[config.mk]
export PLATFORM = sky130hd
export DESIGN_NAME = clock_switch_failsafe_ctrl
export DESIGN_NICKNAME = d
export VERILOG_FILES = /design/src/clk_switch_pkg.sv /design/src/clock_switch_failsafe_ctrl.sv
export SDC_FILE = /design/constraint.sdc
export NUM_CORES = 1
export LEC_CHECK = 0
export ABC_AREA = 1
export CAP_MARGIN = 20
export CORE_MARGIN = 2
export CORE_UTILIZATION = 30
export CTS_CLUSTER_SIZE = 20
export DETAILED_ROUTE_END_ITERATION = 8
export DONT_BUFFER_PORTS = 1
export PLACE_DENSITY = 0.53
export SLEW_MARGIN = 15
export SYNTH_ARGS = -nofsm -noshare
export SYNTH_HDL_FRONTEND = slang
export SYNTH_SLANG_ARGS = --single-unit
[constraint.sdc]
create_clock -name REF_CLK_I -period 2.2 [get_ports REF_CLK_I]
set_input_delay 0.22 -clock REF_CLK_I [delete_from_list [all_inputs] [get_ports REF_CLK_I]]
set_output_delay 0.22 -clock REF_CLK_I [all_outputs]
set_load 0.02 [all_outputs]
[src/clk_switch_pkg.sv]
// Shared constants for the clock switch and fail-safe controller.
// Assumes a single 125 MHz reference clock and a Wishbone register bus.
`default_nettype none
package clk_switch_pkg;
  // Register indices; the byte address is four times the index.
  localparam logic [15:0] OSC_CTRL_IDX = 16'h0742;
  localparam logic [15:0] AUX_CTRL_IDX = 16'h074A;
  localparam logic [15:0] CFG_IDX = 16'h0750;
  // Reset values and the aux write mask.
  localparam logic [15:0] OSC_CTRL_RST = 16'h7700;
  localparam logic [15:0] AUX_CTRL_RST = 16'h0000;
  localparam logic [15:0] AUX_WR_MASK = 16'h3F80;
  localparam logic [2:0] CFG_RST = 3'h3;
  // Field positions in the oscillator and auxiliary control registers.
  localparam int CUR_SEL_LSB = 12;
  localparam int NEW_SEL_LSB = 8;
  localparam int LOCK_BIT = 7;
  localparam int PLL_STAT_BIT = 5;
  localparam int FAIL_BIT = 3;
  localparam int SEC_EN_BIT = 1;
  localparam int REQ_BIT = 0;
  localparam int AUX_PS_LSB = 8;
  // Unlock keys for the upper and lower control bytes.
  localparam logic [7:0] HI_KEY1 = 8'h78;
  localparam logic [7:0] HI_KEY2 = 8'h9A;
  localparam logic [7:0] LO_KEY1 = 8'h46;
  localparam logic [7:0] LO_KEY2 = 8'h57;
  // Oscillator selection codes and the aux divide-by-one postscale code.
  localparam logic [2:0] SEL_FAST_RC = 3'h0;
  localparam logic [2:0] SEL_FAST_RC_PLL = 3'h1;
  localparam logic [2:0] SEL_PRIMARY = 3'h2;
  localparam logic [2:0] SEL_PRIMARY_PLL = 3'h3;
  localparam logic [2:0] SEL_SECONDARY = 3'h4;
  localparam logic [2:0] SEL_LOW_RC = 3'h5;
  localparam logic [2:0] PS_DIV1 = 3'h7;
  // Switch-mode configuration codes.
  localparam logic [1:0] MODE_BOTH = 2'h0;
  localparam logic [1:0] MODE_SWITCH_ONLY = 2'h1;
  // Oscillator enable bit positions.
  localparam int EN_PRIMARY = 0;
  localparam int EN_SECONDARY = 1;
  localparam int EN_FAST_RC = 2;
  localparam int EN_LOW_RC = 3;
  // Timing.
  localparam longint CLK_FREQ_HZ = 125_000_000;
  localparam int FAIL_WINDOW_MS = 2;
  localparam int FAIL_WINDOW_MAX_MS = 4;
  localparam int FAIL_WINDOW_CYC = int'(FAIL_WINDOW_MS * CLK_FREQ_HZ / 1000);
  localparam int MON_DELAY_CYC = 1024;
  localparam int OST_CYC = 1024;
  typedef enum logic [1:0] {
    ST_IDLE = 2'b00,
    ST_CHECK = 2'b01,
    ST_WAIT = 2'b11,
    ST_DONE = 2'b10
  } fsm_type;
endpackage : clk_switch_pkg
`default_nettype wire

[src/clock_switch_failsafe_ctrl.sv]
// Clock source switch controller, fail-safe monitor and aux postscaler.
// Assumes a classic Wishbone master, oscillators that report readiness
// asynchronously, and a core that drives the sleep level on this clock.
//
// What this block does
// - Aux postscaler codes 111..001, 000 divides 256
// - Mode 00 keeps low-power RC running while awake
// - Missing system clock traps, falls to fast RC
// - Fallback loads current selection with 000
// - Fallback sets clock fail flag
// - Fallback clears switch request
// - Failure in sleep never wakes device
// - Monitor starts after ready and start delay
// - Watchdog low-power RC unaffected by failure
// - Mode 1x off, 01 switch, 00 both
// - Request switches to new selection when ready
// - Make before break; old clock held
// - Control register protected during switch
// - Equal selections drop redundant request
// - Valid start clears lock status, fail flag
// - Wait start-up timer and PLL lock
// - Completion clears request, copies new selection
// - Stop old source except kept ones
// - Lock bit blocks mode 01; power-on clears
// - Unlock opens byte for one write
// - Clearing request aborts, resets start-up timer
// - Sleep during switch aborts it
`timescale 1ns/1ps
`default_nettype none
module clock_switch_failsafe_ctrl
  import clk_switch_pkg::*;
#(
  parameter int FAIL_CYC = FAIL_WINDOW_CYC,
  parameter int MON_DLY = MON_DELAY_CYC,
  parameter int OST_LEN = OST_CYC
) (
  input wire logic REF_CLK_I,
  input wire logic RESET_I,
  input wire logic POR_I,
  input wire logic WB_CYC_I,
  input wire logic WB_STB_I,
  input wire logic WB_WE_I,
  input wire logic [15:0] WB_ADR_I,
  input wire logic [3:0] WB_SEL_I,
  input wire logic [31:0] WB_DAT_I,
  output logic [31:0] WB_DAT_O,
  output logic WB_ACK_O,
  input wire logic SLEEP_I,
  input wire logic [3:0] OSC_READY_I,
  input wire logic PLL_LOCK_I,
  input wire logic SYS_CLK_ACT_I,
  input wire logic AUX_CLK_I,
  output logic [3:0] OSC_EN_O,
  output logic PLL_EN_O,
  output logic [2:0] SYS_CLK_SEL_O,
  output logic CLK_FAIL_TRAP_O,
  output logic AUX_CLK_O
);

  // Map a selection code to the oscillator that feeds it.
  function automatic logic [1:0] src_of(input logic [2:0] sel);
    case (sel)
      SEL_PRIMARY, SEL_PRIMARY_PLL: src_of = 2'(EN_PRIMARY);
      SEL_SECONDARY: src_of = 2'(EN_SECONDARY);
      SEL_LOW_RC: src_of = 2'(EN_LOW_RC);
      default: src_of = 2'(EN_FAST_RC);
    endcase
  endfunction : src_of

  function automatic logic uses_pll(input logic [2:0] sel);
    uses_pll = (sel == SEL_FAST_RC_PLL) || (sel == SEL_PRIMARY_PLL);
  endfunction : uses_pll

  // Crystal sources need the start-up timer and the monitor delay.
  function automatic logic is_xtal(input logic [2:0] sel);
    is_xtal = (src_of(sel) == 2'(EN_PRIMARY)) ||
              (src_of(sel) == 2'(EN_SECONDARY));
  endfunction : is_xtal

  logic rst;
  logic [6:0] s1_r, s2_r;
  logic act_d_r, aux_d_r;
  logic [3:0] rdy_s;
  logic lock_s, act_s, aux_s;
  logic ack_r;
  logic [31:0] dat_r;
  logic req, do_wr, osc_hit, aux_hit, cfg_hit;
  logic hi_wr, lo_wr, hi_acc, lo_acc;
  logic [1:0] hi_step_r, lo_step_r;
  fsm_type state_r;
  logic [2:0] cur_sel_r, new_sel_r;
  logic req_r, fail_r, lock_bit_r, sec_en_r, pll_stat_r;
  logic [1:0] mode_r;
  logic wdt_en_r;
  logic [15:0] aux_r;
  logic [31:0] ost_r, dly_r, win_r;
  logic fail_pulse_r;
  logic busy, switch_ok, new_ready, mon_on, mon_go, sleep;
  logic [7:0] aux_cnt_r, aux_half;
  logic aux_out_r;

  assign rst = RESET_I | POR_I;
  assign sleep = SLEEP_I;

  // Two-flop synchronisers for every asynchronous input.
  always_ff @(posedge REF_CLK_I) begin
    if (rst) begin
      s1_r <= 7'h00;
      s2_r <= 7'h00;
      act_d_r <= 1'b0;
      aux_d_r <= 1'b0;
    end else begin
      s1_r <= {AUX_CLK_I, SYS_CLK_ACT_I, PLL_LOCK_I, OSC_READY_I};
      s2_r <= s1_r;
      act_d_r <= s2_r[5];
      aux_d_r <= s2_r[6];
    end
  end
  assign rdy_s = s2_r[3:0];
  assign lock_s = s2_r[4];
  assign act_s = s2_r[5];
  assign aux_s = s2_r[6];

  // Wishbone decode; every access is answered one cycle later.
  assign req = WB_CYC_I & WB_STB_I & ~ack_r;
  assign do_wr = req & WB_WE_I;
  assign osc_hit = {2'b00, WB_ADR_I[15:2]} == OSC_CTRL_IDX;
  assign aux_hit = {2'b00, WB_ADR_I[15:2]} == AUX_CTRL_IDX;
  assign cfg_hit = {2'b00, WB_ADR_I[15:2]} == CFG_IDX;
  assign hi_wr = do_wr & osc_hit & WB_SEL_I[1];
  assign lo_wr = do_wr & osc_hit & WB_SEL_I[0];
  assign hi_acc = hi_wr & (hi_step_r == 2'd2);
  assign lo_acc = lo_wr & (lo_step_r == 2'd2);
  assign busy = state_r != ST_IDLE;
  assign switch_ok = ~mode_r[1] &
                     ~(lock_bit_r & (mode_r == MODE_SWITCH_ONLY));

  // Bus answer; unmapped addresses read zero and still acknowledge.
  always_ff @(posedge REF_CLK_I) begin
    if (rst) begin
      ack_r <= 1'b0;
      dat_r <= 32'h0000_0000;
    end else begin
      ack_r <= req;
      if (req & ~WB_WE_I) begin
        dat_r <= 32'h0000_0000;
        if (osc_hit)
          dat_r[15:0] <= {1'b0, cur_sel_r, 1'b0, new_sel_r, lock_bit_r,
                          1'b0, pll_stat_r, 1'b0, fail_r, 1'b0,
                          sec_en_r, req_r};
        if (aux_hit)
          dat_r[15:0] <= aux_r;
        if (cfg_hit)
          dat_r[6:0] <= {mon_go, state_r, 1'b0, wdt_en_r, mode_r};
      end
    end
  end
  assign WB_ACK_O = ack_r;
  assign WB_DAT_O = dat_r;

  // Unlock trackers: any write that breaks the pair disarms the byte,
  // so the key pair must be the last two writes before the real one.
  always_ff @(posedge REF_CLK_I) begin
    if (rst) begin
      hi_step_r <= 2'd0;
      lo_step_r <= 2'd0;
    end else if (do_wr) begin
      if (hi_wr & ~hi_acc & (WB_DAT_I[15:8] == HI_KEY1))
        hi_step_r <= 2'd1;
      else if (hi_wr & (hi_step_r == 2'd1) &
               (WB_DAT_I[15:8] == HI_KEY2))
        hi_step_r <= 2'd2;
      else
        hi_step_r <= 2'd0;
      if (lo_wr & ~lo_acc & (WB_DAT_I[7:0] == LO_KEY1))
        lo_step_r <= 2'd1;
      else if (lo_wr & (lo_step_r == 2'd1) &
               (WB_DAT_I[7:0] == LO_KEY2))
        lo_step_r <= 2'd2;
      else
        lo_step_r <= 2'd0;
    end
  end

  // The lock bit is set-only and survives every reset but power-on.
  always_ff @(posedge REF_CLK_I) begin
    if (POR_I) begin
      lock_bit_r <= OSC_CTRL_RST[LOCK_BIT];
    end else if (lo_acc & ~busy & WB_DAT_I[LOCK_BIT]) begin
      lock_bit_r <= 1'b1;
    end
  end

  // Configuration and auxiliary control registers.
  always_ff @(posedge REF_CLK_I) begin
    if (rst) begin
      mode_r <= CFG_RST[1:0];
      wdt_en_r <= CFG_RST[2];
      aux_r <= AUX_CTRL_RST;
    end else begin
      if (do_wr & cfg_hit & WB_SEL_I[0]) begin
        mode_r <= WB_DAT_I[1:0];
        wdt_en_r <= WB_DAT_I[2];
      end
      if (do_wr & aux_hit & WB_SEL_I[1])
        aux_r[15:8] <= WB_DAT_I[15:8] & AUX_WR_MASK[15:8];
      if (do_wr & aux_hit & WB_SEL_I[0])
        aux_r[7:0] <= WB_DAT_I[7:0] & AUX_WR_MASK[7:0];
    end
  end

  // Readiness of the requested source.
  // timer and lock wait
  assign new_ready = rdy_s[src_of(new_sel_r)] & (ost_r == 32'd0) &
                     (~uses_pll(new_sel_r) | lock_s);

  // Switch sequencer and oscillator control state. A fallback outranks
  // every software and sequencer action in the same cycle.
  always_ff @(posedge REF_CLK_I) begin
    if (rst) begin
      state_r <= ST_IDLE;
      cur_sel_r <= OSC_CTRL_RST[CUR_SEL_LSB +: 3];
      new_sel_r <= OSC_CTRL_RST[NEW_SEL_LSB +: 3];
      req_r <= OSC_CTRL_RST[REQ_BIT];
      fail_r <= OSC_CTRL_RST[FAIL_BIT];
      sec_en_r <= OSC_CTRL_RST[SEC_EN_BIT];
      pll_stat_r <= OSC_CTRL_RST[PLL_STAT_BIT];
      ost_r <= 32'd0;
    end else if (fail_pulse_r) begin
      cur_sel_r <= SEL_FAST_RC;
      fail_r <= 1'b1;
      req_r <= 1'b0;
      state_r <= ST_IDLE;
      ost_r <= 32'd0;
      pll_stat_r <= lock_s;
    end else begin
      pll_stat_r <= lock_s;
      if (hi_acc & ~busy & ~req_r)
        new_sel_r <= WB_DAT_I[NEW_SEL_LSB +: 3];
      if (lo_acc & ~busy & ~req_r) begin
        sec_en_r <= WB_DAT_I[SEC_EN_BIT];
        req_r <= WB_DAT_I[REQ_BIT] & switch_ok;
      end else if (lo_acc & ~WB_DAT_I[REQ_BIT]) begin
        req_r <= 1'b0;
      end
      case (state_r)
        ST_IDLE: begin
          if (req_r)
            state_r <= ST_CHECK;
        end
        ST_CHECK: begin
          if (new_sel_r == cur_sel_r) begin
            req_r <= 1'b0;
            state_r <= ST_IDLE;
          end else begin
            fail_r <= 1'b0;
            pll_stat_r <= 1'b0;
            ost_r <= is_xtal(new_sel_r) ? 32'(OST_LEN) : 32'd0;
            state_r <= ST_WAIT;
          end
        end
        ST_WAIT: begin
          if (~req_r | sleep) begin
            req_r <= 1'b0;
            ost_r <= 32'd0;
            state_r <= ST_IDLE;
          end else if (new_ready) begin
            state_r <= ST_DONE;
          end else if (ost_r != 32'd0) begin
            ost_r <= ost_r - 32'd1;
          end
        end
        ST_DONE: begin
          cur_sel_r <= new_sel_r;
          req_r <= 1'b0;
          state_r <= ST_IDLE;
        end
        default: state_r <= ST_IDLE;
      endcase
    end
  end

  // The monitor runs only when enabled, awake and on a ready clock, so
  // a failure during sleep is never seen and cannot wake the device.
  // no wake in sleep
  assign mon_on = (mode_r == MODE_BOTH) & ~sleep &
                  rdy_s[src_of(cur_sel_r)];
  assign mon_go = mon_on & (dly_r == 32'd0);

  // Fail-safe monitor: start delay, then a window with no activity edge.
  always_ff @(posedge REF_CLK_I) begin
    if (rst) begin
      dly_r <= 32'd0;
      win_r <= 32'd0;
      fail_pulse_r <= 1'b0;
    end else begin
      fail_pulse_r <= 1'b0;
      if (~mon_on | fail_pulse_r | (state_r == ST_DONE)) begin
        dly_r <= is_xtal(cur_sel_r) ? 32'(MON_DLY) : 32'd0;
        win_r <= 32'd0;
      end else if (dly_r != 32'd0) begin
        dly_r <= dly_r - 32'd1;
      end else if (act_s ^ act_d_r) begin
        win_r <= 32'd0;
      end else if (win_r == 32'(FAIL_CYC - 1)) begin
        fail_pulse_r <= 1'b1;
        win_r <= 32'd0;
      end else begin
        win_r <= win_r + 32'd1;
      end
    end
  end
  assign CLK_FAIL_TRAP_O = fail_pulse_r;

  // Oscillator enables. The current source stays on until the switch
  // commits, so the new one is up before the old one drops.
  always_ff @(posedge REF_CLK_I) begin
    if (rst) begin
      OSC_EN_O <= 4'h0;
      PLL_EN_O <= 1'b0;
      SYS_CLK_SEL_O <= OSC_CTRL_RST[CUR_SEL_LSB +: 3];
    end else begin
      SYS_CLK_SEL_O <= cur_sel_r;
      for (int k = 0; k < 4; k++) begin
        OSC_EN_O[k] <= ~sleep & ((src_of(cur_sel_r) == 2'(k)) |
                       (busy & (src_of(new_sel_r) == 2'(k))));
      end
      if (sec_en_r)
        OSC_EN_O[EN_SECONDARY] <= 1'b1;
      if (wdt_en_r | (~sleep & (mode_r == MODE_BOTH)))
        OSC_EN_O[EN_LOW_RC] <= 1'b1;
      PLL_EN_O <= ~sleep & (uses_pll(cur_sel_r) |
                  ((state_r == ST_WAIT) & uses_pll(new_sel_r)));
    end
  end

  // Half period, in aux edges, for each postscale code.
  // postscale decode
  always_comb begin
    aux_half = 8'd128;
    if (aux_r[AUX_PS_LSB +: 3] != 3'h0)
      aux_half = 8'(8'd1 << (3'd6 - aux_r[AUX_PS_LSB +: 3]));
  end

  // Aux postscaler; divide by one passes the synchronised clock.
  always_ff @(posedge REF_CLK_I) begin
    if (rst) begin
      aux_cnt_r <= 8'd0;
      aux_out_r <= 1'b0;
    end else if (aux_r[AUX_PS_LSB +: 3] == PS_DIV1) begin
      aux_cnt_r <= 8'd0;
      aux_out_r <= aux_s;
    end else if (aux_s & ~aux_d_r) begin
      if (aux_cnt_r >= aux_half - 8'd1) begin
        aux_cnt_r <= 8'd0;
        aux_out_r <= ~aux_out_r;
      end else begin
        aux_cnt_r <= aux_cnt_r + 8'd1;
      end
    end
  end
  assign AUX_CLK_O = aux_out_r;

endmodule : clock_switch_failsafe_ctrl
`default_nettype wire

==> metrics.txt, run 1 <==
routed wirelength normalized by instance count 13.3 um; filler instances 3647; final hold violation count 0; flip-flop cell with the highest count after synthesis sky130_fd_sc_hd__dfxtp_1; EDFF count, synth 0; post-CTS clock slew at the launch and capture registers of the worst setup and hold paths 70 ps; Slowest cell on crit path sky130_fd_sc_hd__dfxtp_4; series of cell instances along the critical path ha_2, o21bai_4, nor3b_2, xor2_1, ha_1, nand2_1, nor2_2, nand4_1, nand3_2, nand2_2, nand3_4, nor2_1; setup clock skew after layout 30.9 ps; Remaining Overflow, GRT 0; static power due to leakage 0.00503 uW; sequential element share of the synthesized area 34.1%; setup TNS 0 ps; most common cell in the netlist sky130_fd_sc_hd__nand2_1; share of cells above drive strength 1 10.2%; YS warnings 0; Slowest Stage Delay on Critical Path 380 ps; total power of the final layout 6380 uW; RSZ-0062 raised after global routing yes; dominant cells by area after synthesis sky130_fd_sc_hd__dfxtp_1 (34%), sky130_fd_sc_hd__nand2_1 (14%), sky130_fd_sc_hd__nor2_1 (9.6%); number of instances in the placed design 2001; result of the run finished, final reports clean; per-instance average area after synthesis 6.56 sq um; total of max-cap violations 0; number of buffers added on ports 0; Critical Path End Type register; total standard cell area after synthesis 10200 sq um; antenna diode count 0; post-layout min period 2160 ps; critical setup path kind register to register; CTS H-Tree Depth 4; timing-limited maximum frequency 463 MHz; number of buffers between clock root and the deepest sink 2; count of vias placed by the detailed router 9654; total CTS buffers 17; worst endpoint required time 2550 ps; number of unique standard cell types used by synthesis 51; classification of the worst-slack hold path primary input to register; global-route total usage across every layer 15.4%; number of buffer and inverter stages on the critical path 0; number of nets in the layout 1676; Synth top cells by count sky130_fd_sc_hd__nand2_1 (369), sky130_fd_sc_hd__nor2_1 (260), sky130_fd_sc_hd__inv_1 (183); layout overhead on the synthesized area 14.5%; Antenna Violating Nets Remaining 0; width of the die 188 um; clock tree from TritonCTS yes; post-synthesis cell type with the largest combined area sky130_fd_sc_hd__dfxtp_1; IO Pins 109; number of global-route vias before repair 8875; worst skew pair latency 460 ps; via density per instance 4.70; Sequential cell area 3470 sq um; detailed-placement wirelength estimate 20400 um; initial antenna violation count 1; share of Yosys cell area claimed by the top area cell type 34.1%; Worst Setup Start Kind register; CP Max Fanout 7; Die Y 188 um; synthesized netlist cell count 1549; wire length of the first global-routing pass 44700 um; last weighted congestion value of the routability-driven placer 0.906; DRT iter0 DRCs 587; cell at the root of the clock tree sky130_fd_sc_hd__clkbuf_16; wire length reported by the detailed router 27400 um; first-pass detailed-route iteration total 5; crit path DAT 2510 ps; pins over their slew limit 0; fraction of registers with async set/reset 0%; final cell count without fillers 2053; final count of negative-setup-slack endpoints 0; initial core utilization 30.4%; overall die area 35300 sq um; number of DRC violations after detailed routing 0; transition time at the pin with the least slew margin 653 ps; maximum vdd drop 0.505 mV; period utilisation layout 98.1%; PwrDens 549 nW/um^2; number of sinks on the clock net 173; Slew headroom 56.4%; cell class contributing the biggest share of worst-path delay simple AND/OR/NAND/NOR gates; number of rows in the core area 67; core area 33400 sq um; area of the multi-input gates 5730 sq um; synthesis-stage register bit count 173; maximum number of pins on one net before global-route repair 57
-- metrics by stage --
step / cell area [sq um] / utilization [%] / worst slack [ps] / hold WS, ps
2_1_floorplan: 10200 / - / 11.1 / 289
3_3_place_gp: 10800 / 32.2 / -71.7 / 290
3_5_place_dp: 10800 / 32.2 / -129 / 294
4_1_cts: 11600 / 34.6 / 8.73 / 3.62
5_1_grt: 11600 / 34.8 / -106 / 7.18
6_report: 11600 / 34.8 / 41.6 / 1.90
-- state kept, by name (all words and copies together), names as in the netlist, 2 cells and up --
| name | cells |
|---|---|
| cur_sel_r | 3 |
| aux_cnt_r | 8 |
| OSC_EN_O | 4 |
| ost_r | 32 |
| state_r | 2 |
| lo_step_r | 2 |
| WB_DAT_O | 15 |
| dly_r | 32 |
| new_sel_r | 3 |
| s1_r | 7 |
| s2_r | 7 |
| aux_r | 7 |
| win_r | 32 |
| mode_r | 2 |
| hi_step_r | 2 |
| SYS_CLK_SEL_O | 3 |
-- power by group --
part           total (uW)  internal (uW)  switching (uW)
combinational         188           57.8             130
sequential           3150           3140            13.2
clock                3040           1610            1430
-- cell type report --
class                      instances  area share, %
clock buffer                      19           3.72
multi-input combinational       1143           49.2
inverter                         190           6.13
clock inverter                    13           1.27
sequential                       173           29.8
tap                              448           4.82
timing repair buffer              67           4.98
-- layer usage --
layer,global-route usage [%],share of wire [%],up-vias
li1,-,-,5036
met1,20.5,49,4438
met2,25.6,47,159
met3,2.30,3.3,21
met4,4.75,1.3,0
met5,0,0,-
-- worst reg2reg max path, delay by kind of cell (launching register included) --
| kind | cells | cell delay (ps) |
|---|---|---|
| compound gates | 1 | 170 |
| xor+xnor | 1 | 90 |
| fa+ha+maj | 2 | 500 |
| flops | 1 | 380 |
| simple gates | 8 | 920 |
-- path summary, 6_finish.rpt --
check | slack, ps | startpoint | end | cells after the start
worst min-delay path | 2 | WB_STB_I | WB_ACK_O$_SDFF_PP0_ | 4
worst max-delay path | 40 | aux_r[10]$_SDFFE_PP0P_ | aux_cnt_r[7]$_SDFFE_PP0P_ | 12
worst min register to register | 410 | s1_r[5]$_SDFF_PP0_ | s2_r[5]$_SDFF_PP0_ | 2
worst max register to register | 40 | aux_r[10]$_SDFFE_PP0P_ | aux_cnt_r[7]$_SDFFE_PP0P_ | 12
-- what timing repair did --
action / 4_1_cts / 5_1_grt
setup endpoints to repair: 9 / 9
endpoints found under the hold margin: 22 / 0
pin swaps: 6 / 8
hold buffers: 19 / 0
resized for setup: 11 / 15
buffers inserted: 0 / 1
-- logic make-up (layout without fill, tap and decap cells) --
family	count (synthesis)	after routing	share of synthesized area (%)
buf+inv	249	289	11.0
compound gates	165	165	9.13
fa+ha+maj	18	18	2.22
flops	173	173	34.1
xor+xnor	44	44	3.79
other cells	1	17	0.0369
simple gates	899	899	39.8
-- placed cells by master, fill, tap and decap left out, types with 31 or more instances in the layout --
cell type                 synthesis  routed
sky130_fd_sc_hd__a21oi_1         92      88
sky130_fd_sc_hd__xor2_1          32      31
sky130_fd_sc_hd__nand2_1        369     368
sky130_fd_sc_hd__o21ai_0         35      33
sky130_fd_sc_hd__dfxtp_1        173     171
sky130_fd_sc_hd__nor2_1         260     256
sky130_fd_sc_hd__buf_4           21      45
sky130_fd_sc_hd__inv_1          183     180
sky130_fd_sc_hd__nand3_1        126     123
sky130_fd_sc_hd__nand4_1         41      41
No activity file was read; power rests on OpenSTA's default activity.
==> run 2: changes to the inputs <==
CELL_PAD_IN_SITES_DETAIL_PLACEMENT = 1   (was not set)
CELL_PAD_IN_SITES_GLOBAL_PLACEMENT = 2   (was not set)
PLACE_DENSITY = 0.81   (was 0.53)
==> metrics.txt, run 2 (same netlist as run 1, synthesis figures left out) <==
result of the run finished, final reports clean; Antenna Violating Nets Remaining 0 (unchanged); timing-limited maximum frequency 458 MHz (-1.1%); overall die area 35300 sq um (unchanged); worst skew pair latency 450 ps (about the same); CP Max Fanout 7 (unchanged); transition time at the pin with the least slew margin 626 ps (-26.6 ps); Remaining Overflow, GRT 0 (unchanged); layout overhead on the synthesized area 16.8%; net switching power of the design 1510 uW (-4.1%); maximum number of pins on one net before global-route repair 33 (-42%); number of buffers between clock root and the deepest sink 2 (unchanged); most common library cell in the layout ignoring fill and taps sky130_fd_sc_hd__nand2_1; Post-DP Area 10800 sq um (+0.49%); number of global-route vias before repair 10.2k (+15%); final hold violation count 0 (unchanged); via density per instance 4.84 (+2.9%); largest registers dly_r x32, ost_r x32, win_r x32; total of max-cap violations 0 (unchanged); number of nets in the layout 1686 (+0.60%); source of the worst register-to-register timing path aux_r[9]$_SDFFE_PP0P_; share of total power in sequential cells 46.5% (-2.9 points); setup clock skew after layout 10.7 ps (-20.2 ps); RSZ-0062 raised after global routing yes; Internal Power 5270 uW (+9.7%); CTS H-Tree Depth 4 (unchanged); number of buffer and inverter stages on the critical path 1 (+1); initial antenna violation count 1 (unchanged); antenna diode count 0 (unchanged); wire length of the first global-routing pass 52300 um (+17%); post-layout min period 2180 ps (+24.2 ps); number of sinks on the clock net 173 (unchanged); Slowest cell on crit path sky130_fd_sc_hd__dfxtp_2; Die Y 188 um (unchanged); Setup crit start aux_r[9]$_SDFFE_PP0P_; post-CTS clock slew at the launch and capture registers of the worst setup and hold paths 70 ps (about the same); pins over their slew limit 0 (unchanged); worst endpoint required time 2590 ps (+40 ps); final count of negative-setup-slack endpoints 0 (unchanged); count of cell instances traversed by the critical path 12 (unchanged); critical setup path kind register to register; wire length reported by the detailed router 31500 um (+15%); cell at the root of the clock tree sky130_fd_sc_hd__clkbuf_16; classification of the worst-slack hold path primary input to register; worst-case reg-to-reg path depth 12 (unchanged); clock tree from TritonCTS yes; crit path DAT 2570 ps (+60 ps); setup TNS 0 ps (unchanged); first-pass detailed-route iteration total 5 (unchanged); end point of the critical path aux_cnt_r[5]$_SDFFE_PP0P_; end of the worst register-to-register path aux_cnt_r[5]$_SDFFE_PP0P_; period utilisation layout 99.2% (+1.1 points); width of the die 188 um (unchanged); static power due to leakage 0.00513 uW (+2.1%); Critical Path End Type register; Final Util 35.5% (+0.70 points); combinational fraction of design power 2.9% (about the same); PwrDens 572 nW/um^2 (+4.2%); series of cell instances along the critical path inv_4, ha_4, o21bai_4, nor3b_2, xor2_1, ha_1, a21oi_2, o21a_1, nand3_2, nand2_2, nand3_4, a21oi_2; count of vias placed by the detailed router 9974 (+3.3%); number of DRC violations after detailed routing 0 (unchanged); most frequent cell on the critical path sky130_fd_sc_hd__a21oi_2; routed wirelength normalized by instance count 15.3 um (+15%); Sw Share 22.2% (-2.4 points); IO Pins 109 (unchanged); number of rows in the core area 67 (unchanged); slack of the worst reg-to-reg path 20 ps (-20 ps); total CTS buffers 17 (unchanged); maximum vdd drop 0.600 mV (+19%); initial core utilization 30.4% (unchanged); number of buffers added on ports 0 (unchanged); global-route total usage across every layer 18.2% (+2.8 points); cell class contributing the biggest share of worst-path delay compound AO/OA/AOI/OAI gates; last weighted congestion value of the routability-driven placer 0.844 (-6.9%); Slowest Stage Delay on Critical Path 360 ps (-20 ps); Slew headroom 58.2% (+1.8 points); leading cell types in the layout, fill and taps excluded sky130_fd_sc_hd__nand2_1 (368), sky130_fd_sc_hd__nor2_1 (254), sky130_fd_sc_hd__inv_1 (179); DRT iter0 DRCs 335 (-43%); Worst Setup Start Kind register; share of cells above drive strength 1 11.1% (+0.93 points); core area 33400 sq um (unchanged); final instance area 11900 sq um (+2.0%); Min Hold Slack 14.4 ps (+12.5 ps); detailed-placement wirelength estimate 23800 um (+17%); power share of the clock group 50.6% (+3.0 points)
==> run 2: changes by cell type in the layout (fill, tap and decap cells not counted), sizes merged <==
cell,before,now
inv,197,189
clkinv,3,4
buf,48,58
bufinv,1,5
clkbuf,19,21
==> run 2: through the flow <==
stage,total power [uW],worst slack [ps],instances
final,6780,17.4,2062
after CTS,6870,12.5,2056
after global routing,7020,-139,2062
after floorplan,3370,11.1,1565
after detailed placement,3390,-133,2006
after global placement,3390,-93.1,2006
==> run 2: timing repair <==
action / 4_1_cts / 5_1_grt
endpoints found under the hold margin: 22 / 0
pin swaps: 7 / 12
buffers inserted: 0 / 6
hold buffers: 19 / 0
gates resized for setup: 12 / 27
setup endpoints to repair: 9 / 38
==> run 2: routing by layer <==
| layer | global-route usage [%] | up-vias | part of all wire (%) |
|---|---|---|---|
| met5 | 0 | - | 0 |
| met4 | 4.54 | 0 | 1.2 |
| met3 | 2.60 | 23 | 2.7 |
| met2 | 30.9 | 108 | 48 |
| met1 | 24.2 | 4791 | 49 |
| li1 | - | 5052 | - |
==> run 2: worst min-delay path by stage <==
stage	start	slack, ps	endpoint	cells after the start
floorplan	POR_I	290	lock_bit_r$_SDFFE_PP0P_	1
global placement	POR_I	290	lock_bit_r$_SDFFE_PP0P_	1
detailed placement	POR_I	290	lock_bit_r$_SDFFE_PP0P_	1
CTS	WB_DAT_I[15]	0.5	hi_step_r[1]$_SDFFE_PP0N_	4
global route	WB_DAT_I[1]	20	mode_r[1]$_SDFFE_PP1P_	2
finish	WB_DAT_I[1]	10	mode_r[1]$_SDFFE_PP1P_	2
==> run 2: power by group through the flow <==
stage,Combinational [uW],Sequential [uW],Clock [uW]
6_report,199,3150,3430
5_1_grt,221,3150,3640
4_1_cts,196,3150,3520
3_5_place_dp,165,3230,0
3_3_place_gp,161,3230,0
2_1_floorplan,143,3220,0
==> run 2: final cells by class <==
type                            count  area, sq um
Inverter                          190          718
Fill cell                        4275        21600
Clock inverter                     10          188
Sequential cell                   173         3470
Multi-Input combinational cell   1143         5780
Clock buffer                       21          460
Tap cell                          448          561
Timing Repair Buffer               77          687
